--- src/include/adcrc_regs.vh ---
// Constants of the conversion and readout controller
`ifndef ADCRC_REGS_VH
`define ADCRC_REGS_VH
`define ADCRC_CLK_MHZ          25
`define ADCRC_CONV_NS          1600
`define ADCRC_CONV_CYC         ((`ADCRC_CONV_NS * `ADCRC_CLK_MHZ) / 1000)
`define ADCRC_SCLK_DIV         8'h02
`define ADCRC_FMT_PAR          2'h0
`define ADCRC_FMT_GATED        2'h1
`define ADCRC_FMT_FREE         2'h2
`define ADCRC_SER_BITS         5'h10
`define ADCRC_DATA_RST         12'h000
`endif

--- src/verilog/adcrc_sync.v ---
// Two-flop synchroniser for one asynchronous input
`timescale 1ns/1ps
module adcrc_sync (
	input  wire clk,
	input  wire rst_b,
	input  wire rst_val,
	input  wire din,
	output reg  dout
);
	reg meta_q;
	// First flop feeds only the second
	always @(posedge clk) begin
		if (!rst_b) begin
			// Park at the pin's idle level so no false edge follows reset
			meta_q <= rst_val;
			dout   <= rst_val;
		end else begin
			meta_q <= din;
			dout   <= meta_q;
		end
	end
endmodule // adcrc_sync

--- src/verilog/adcrc_ctrl.v ---
// Conversion sequencing and result readout controller
`timescale 1ns/1ps
`include "adcrc_regs.vh"
module adcrc_ctrl (
	input  wire        CORE_CLK,
	input  wire        RST_B,
	input  wire        CONVERT_START_N,
	input  wire        CS_N,
	input  wire        RD_N,
	input  wire        UPPER_BYTE_SEL,
	input  wire [1:0]  FORMAT_SEL,
	input  wire [11:0] SAMPLE_CODE,
	output reg         STATUS_N,
	output reg         HOLD,
	output reg  [11:0] DATA_OUT,
	output reg  [11:0] DATA_OE_N,
	output reg         SERIAL_OUT,
	output reg         SERIAL_CLK,
	output reg         SERIAL_FRAME_N
);
	localparam ST_IDLE = 2'h0;
	localparam ST_CONV = 2'h1;
	localparam ST_SHIFT = 2'h2;
	localparam [31:0] CONV_CYC_W = `ADCRC_CONV_CYC;
	localparam [11:0] CONV_CYC = CONV_CYC_W[11:0];

	wire cvs_s;
	wire cs_s;
	wire rd_s;
	wire ub_s;
	reg  cvs_q;
	reg  cs_q;
	reg  read_mode_q;
	reg  [1:0]  state_q;
	reg  [11:0] cnt_q;
	reg  [11:0] result_q;
	reg  [15:0] shreg_q;
	reg  [4:0]  bits_q;
	reg  [7:0]  div_q;
	reg         sclk_q;
	reg         in_read_q;

	////////////////////////////////////////////////////////////////////////
	// Synchronise the four control pins; FORMAT_SEL and SAMPLE_CODE are used directly
	adcrc_sync u_cvs (.clk(CORE_CLK), .rst_b(RST_B), .rst_val(1'b1), .din(CONVERT_START_N), .dout(cvs_s));
	adcrc_sync u_cs  (.clk(CORE_CLK), .rst_b(RST_B), .rst_val(1'b1), .din(CS_N), .dout(cs_s));
	adcrc_sync u_rd  (.clk(CORE_CLK), .rst_b(RST_B), .rst_val(1'b1), .din(RD_N), .dout(rd_s));
	adcrc_sync u_ub  (.clk(CORE_CLK), .rst_b(RST_B), .rst_val(1'b0), .din(UPPER_BYTE_SEL), .dout(ub_s));

	wire cvs_rise = cvs_s & ~cvs_q;
	wire cs_fall  = ~cs_s & cs_q;
	wire serial   = (FORMAT_SEL != `ADCRC_FMT_PAR);
	wire rd_act   = ~cs_s & ~rd_s;
	wire start_e  = cvs_rise & cs_s & (state_q == ST_IDLE);
	wire start_r  = ~cvs_s & cs_fall & ~ub_s & (state_q == ST_IDLE);
	wire sclk_tick = (div_q == `ADCRC_SCLK_DIV - 8'h01);
	// Next shift clock level, so the pin and the data bit move on one edge
	wire sclk_next = sclk_tick ? ~sclk_q : sclk_q;
	// Last conversion cycle: a read already in progress sees the fresh code
	wire conv_done = (state_q == ST_CONV) && (cnt_q == CONV_CYC - 12'h001);
	wire [11:0] rd_word = conv_done ? SAMPLE_CODE : result_q;

	////////////////////////////////////////////////////////////////////////
	// Shift clock divider, free-running at a quarter of the core rate
	always @(posedge CORE_CLK) begin
		if (!RST_B) begin
			div_q  <= 8'h00;
			sclk_q <= 1'b1;
		end else if (sclk_tick) begin
			div_q  <= 8'h00;
			sclk_q <= ~sclk_q;
		end else begin
			div_q  <= div_q + 8'h01;
		end
	end

	////////////////////////////////////////////////////////////////////////
	// Conversion and serial sequencer
	always @(posedge CORE_CLK) begin
		if (!RST_B) begin
			cvs_q <= 1'b1;
			cs_q <= 1'b1;
			read_mode_q <= 1'b0;
			state_q <= ST_IDLE;
			cnt_q <= 12'h000;
			result_q <= `ADCRC_DATA_RST;
			shreg_q <= 16'h0000;
			bits_q <= 5'h00;
			STATUS_N <= 1'b1;
			HOLD <= 1'b0;
			SERIAL_FRAME_N <= 1'b1;
			SERIAL_OUT <= 1'b0;
			in_read_q <= 1'b0;
		end else begin
			cvs_q <= cvs_s;
			cs_q <= cs_s;
			in_read_q <= rd_act;
			case (state_q)
			ST_IDLE: begin
				if (start_e || start_r) begin
					read_mode_q <= start_r;
					HOLD <= 1'b1;
					cnt_q <= 12'h000;
					state_q <= ST_CONV;
					if (start_r)
						STATUS_N <= 1'b0;
					else
						STATUS_N <= 1'b1;
					if (serial) begin
						SERIAL_FRAME_N <= 1'b0;
						SERIAL_OUT <= 1'b0;
						bits_q <= 5'h00;
					end
				end else if (rd_act && !in_read_q && !read_mode_q) begin
					STATUS_N <= 1'b1;
				end
			end
			ST_CONV: begin
				cnt_q <= cnt_q + 12'h001;
				if (cnt_q == CONV_CYC - 12'h001) begin
					result_q <= SAMPLE_CODE;
					shreg_q <= {4'h0, SAMPLE_CODE};
					HOLD <= 1'b0;
					if (serial) begin
						state_q <= ST_SHIFT;
						if (!read_mode_q)
							STATUS_N <= 1'b0;
					end else begin
						state_q <= ST_IDLE;
						STATUS_N <= read_mode_q ? 1'b1 : 1'b0;
					end
				end
			end
			ST_SHIFT: begin
				// Advance one bit on each rising shift clock edge
				if (sclk_tick && !sclk_q) begin
					if (bits_q == `ADCRC_SER_BITS) begin
						SERIAL_FRAME_N <= 1'b1;
						state_q <= ST_IDLE;
						if (read_mode_q)
							STATUS_N <= 1'b1;
					end else begin
						SERIAL_OUT <= shreg_q[15];
						shreg_q <= {shreg_q[14:0], 1'b0};
						bits_q <= bits_q + 5'h01;
					end
				end
			end
			default: state_q <= ST_IDLE;
			endcase
		end
	end

	////////////////////////////////////////////////////////////////////////
	// Shift clock output: gated parks high, free runs always
	always @(posedge CORE_CLK) begin
		if (!RST_B)
			SERIAL_CLK <= 1'b1;
		else if (FORMAT_SEL == `ADCRC_FMT_FREE)
			SERIAL_CLK <= sclk_next;
		else if (FORMAT_SEL == `ADCRC_FMT_GATED && state_q == ST_SHIFT && (bits_q != 5'h00 || sclk_next))
			SERIAL_CLK <= sclk_next;
		else
			SERIAL_CLK <= 1'b1;
	end

	////////////////////////////////////////////////////////////////////////
	// Three-state data outputs
	always @(posedge CORE_CLK) begin
		if (!RST_B) begin
			DATA_OUT  <= 12'h000;
			DATA_OE_N <= 12'hfff;
		end else if (rd_act && !start_e && !start_r && (state_q != ST_CONV || conv_done)) begin
			if (FORMAT_SEL == `ADCRC_FMT_PAR) begin
				DATA_OUT  <= rd_word;
				DATA_OE_N <= 12'h000;
			end else begin
				DATA_OUT  <= ub_s ? {4'h0, 4'h0, rd_word[11:8]} : {4'h0, rd_word[7:0]};
				DATA_OE_N <= 12'hf00;
			end
		end else begin
			DATA_OE_N <= 12'hfff;
		end
	end
endmodule // adcrc_ctrl

--- config.mk ---
export PLATFORM = sky130hd
export DESIGN_NAME = adcrc_ctrl
export DESIGN_NICKNAME = d
export VERILOG_FILES = /design/src/verilog/adcrc_sync.v /design/src/verilog/adcrc_ctrl.v
export VERILOG_INCLUDE_DIRS = /design/src /design/src/include
export SDC_FILE = /design/constraint.sdc
export NUM_CORES = 1
export LEC_CHECK = 0
export ABC_AREA = 1
export BUFFER_PORTS_ARGS = -buffer_cell sky130_fd_sc_hd__buf_2
export CAP_MARGIN = 25
export CORE_MARGIN = 2
export CORE_UTILIZATION = 50
export CTS_CLUSTER_DIAMETER = 80
export DETAILED_ROUTE_END_ITERATION = 6
export GPL_TIMING_DRIVEN = 0
export PLACE_DENSITY = 0.78
export SLEW_MARGIN = 15
export SYNTH_ARGS = -nofsm -noshare
export SYNTH_HDL_FRONTEND = slang
export SYNTH_SLANG_ARGS = --single-unit
--- constraint.sdc ---
create_clock -name CORE_CLK -period 1.97 [get_ports CORE_CLK]
set_input_delay 0.394 -clock CORE_CLK [delete_from_list [all_inputs] [get_ports CORE_CLK]]
set_output_delay 0.394 -clock CORE_CLK [all_outputs]
set_load 0.02 [all_outputs]
==> flow_summary.toml <==
[final_layout]
n_antenna_cell = 0
layout-drive-gt1-share = 0.205
final_util = 0.606
nets = 712
syn2layout_area_growth_pct = 17.0

[timing]
worst_pin_slew_ps = 718
rsz0062_at_grt = "true"
fin_ws_ps = 105
min_period_ps = 1870
setup_violations = 0
fmax_mhz = 536
relSlewSlack = 0.521
finalHoldViolCount = 0
post-route-period-util = 0.947
fin_worst_skew_ps = 10.0
slew_viol_final = 0

[clock_tree]
cts_tree = "yes"
path_clk_slew_ps = 90
clockBufferDepth = 2
h-tree-depth = 3
cts-root-buf = "clkbuf_8"
cts.sinks = 87
cts-buffers-inserted = 9
insertion_delay_ps = 370

[die]
core_mm2 = 0.00822
die_width_um = 96.3
initial_utilization = 0.518
die_y_um = 96.3
rows = 33
dieArea_mm2 = 0.00927
num_io_pins = 49

[drt]
drtIter0Drc = 214
routed_wl_um = 9960
post_drt_wl_per_cell_um = 12.6
ant_nets = 0
drc_errors = 0
vias = 4012
vias_per_cell = 5.07
dr.pass1.iters = 6

[place]
post-dp-hpwl_um = 7220
gp_congestion = 0.936
dp_slack_ps = -210
portBuffers = 47

[logic_synthesis]
synth.most_common_cell = "nand2_1"
synth-edff-count = 0
syn_inst = 616
synthArstFlopShare = 0
yosys_warnings = 0
synth_top_area_share = 0.409
ys_top_cells_by_count = "nand2_1, inv_1, dfxtp_1, nor2_1, nand3_1"
synth_seq_area_share = 0.409
ys_types = 37
syn_nets = 646
synth.area.top_cells = "dfxtp_1, nand2_1, inv_1"
syn_area_mm2 = 0.00426
ys_ff_latch = 87
syn_avg_cell_area_um2 = 6.91
synth_flop_cell = "dfxtp_1"
synth_area_leader_cell = "dfxtp_1"

[global_routing]
grt_pass1_wl_um = 15900
first_global_vias = 3531
grt_max_degree = 17
groute.layer.met3.usage = 0.0650
grt_util_met2 = 0.362
met1_usage = 0.280
grt_usage = 0.222
overflow = 0
grt_antenna_before_repair = 0
busiest_layer = "met2"

[pwr]
pwr_density_cell_mw_per_mm2 = 1070
power.leakage_uw = 0.00228
ir_drop_mv = 0.935

[outcome]
status = "complete, no violations"

[worst_setup_path]
required_ps = 2190
critPathCaptureType = "flip-flop"
start_kind = "flip-flop"
crit_type = "reg -> reg"
critPathMaxFanout = 6
arrival_ps = 2080

[run]
drv_cap = 0

[worst_hold_path]
worstHoldPathType = "in -> reg"
## stage by stage
step | instance area, um2 | hold WS [ps] | power [uW] | instances | TNS [ps]
6_report | 4980 | 206 | 5310 | 792 | 0
5_1_grt | 4980 | 196 | 5720 | 792 | -581
4_1_cts | 4870 | 192 | 5220 | 786 | 0
3_5_place_dp | 4620 | 397 | 3970 | 768 | -3060
3_3_place_gp | 4620 | 395 | 3910 | 768 | -2050
2_1_floorplan | 4260 | 390 | 3550 | 616 | 0
## timing repair
item                       in CTS  in global routing
hold buffers                    0                  0
setup endpoints to repair      22                 34
pin swaps                       3                  7
setup buffers                   3                  6
cloned                          0                  0
gates resized for setup        17                 21
## worst paths after layout
| kind | startpoint | endpoint | slack, ps | depth (start not counted) |
|---|---|---|---|---|
| worst max-delay path | div_q[1] | bits_q[4] | 100 | 14 |
| worst min register to register | u_cvs.meta_q | u_cvs.dout | 420 | 1 |
| worst max register to register | div_q[1] | bits_q[4] | 100 | 14 |
| worst min-delay path | CS_N | u_cs.meta_q | 210 | 2 |
## final cells by class
| cell class | instances | area (um2) |
|---|---|---|
| Clock inverter | 5 | 41.3 |
| Clock buffer | 11 | 141 |
| Inverter | 102 | 385 |
| Timing Repair Buffer | 56 | 303 |
| Buffer | 27 | 163 |
| Multi-Input combinational cell | 399 | 2060 |
| Tap cell | 105 | 131 |
| Sequential cell | 87 | 1750 |
| Fill cell | 771 | 3240 |
## per-layer routing
metal,share of wire,wire length (um)
met1,0.44,4410
met2,0.49,4840
met3,0.055,549
met4,0.016,158
met5,0,0
## state kept, by name, indices dropped and copies added, names as in the netlist, 2 cells and up
register,cells
result_q,12
state_q,2
cnt_q,12
bits_q,5
DATA_OUT,12
DATA_OE_N,2
div_q,8
shreg_q,16
## cells in the final DEF (no fill, tap or decap), types with 2 or more instances in the layout
cell type / instances
ha_1: 7
nor3_1: 7
buf_6: 2
nand2_4: 4
buf_1: 2
dfxtp_2: 5
buf_4: 19
inv_2: 9
inv_1: 91
xnor2_1: 3
nor2_4: 4
nand3_1: 44
buf_2: 51
clkbuf_8: 10
clkinvlp_4: 2
xor2_1: 4
nand4_1: 21
nor2_1: 71
nand2_2: 7
o21ai_1: 4
nand2_1: 154
dfxtp_1: 81
o21ai_0: 5
or2_2: 6
clkbuf_1: 9
nand3_2: 2
mux2i_1: 4
nor2_2: 2
inv_6: 2
ha_4: 2
a21oi_1: 31
nor3_2: 3
## cell families (layout without fill, tap and decap cells)
logic type	Yosys count	count (layout)	synth area share
AOI/OAI and AO/OA	46	46	0.0567
adders and majority gates	10	10	0.0294
DFF	87	87	0.409
and+or+nand+nor	332	332	0.352
buffers and inverters	130	201	0.128
muxes	4	4	0.00941
xor gates and xnor gates	7	7	0.0144
## critical path, cell delays in order, from the launching register on
cell and delay, ps:
dfxtp_2 330, inv_2 70, ha_4 140, nand2_4 50, nor4_4 160, ha_2 250, nor2_4 40, inv_2 80
o21ai_2 60, nor2_1 120, nand2_2 120, inv_2 100, nand2_4 70, nand2_1 80, a21oi_1 50
## report_power, final
| part | internal (uW) | total [uW] | leakage, uW | switching [uW] |
|---|---|---|---|---|
| Combinational | 716 | 2020 | 0.00148 | 1310 |
| Sequential | 1980 | 2110 | 0.000710 | 129 |
| Clock | 504 | 1180 | 0.0000866 | 671 |
Note: power is estimated with default switching activity, not from simulation.
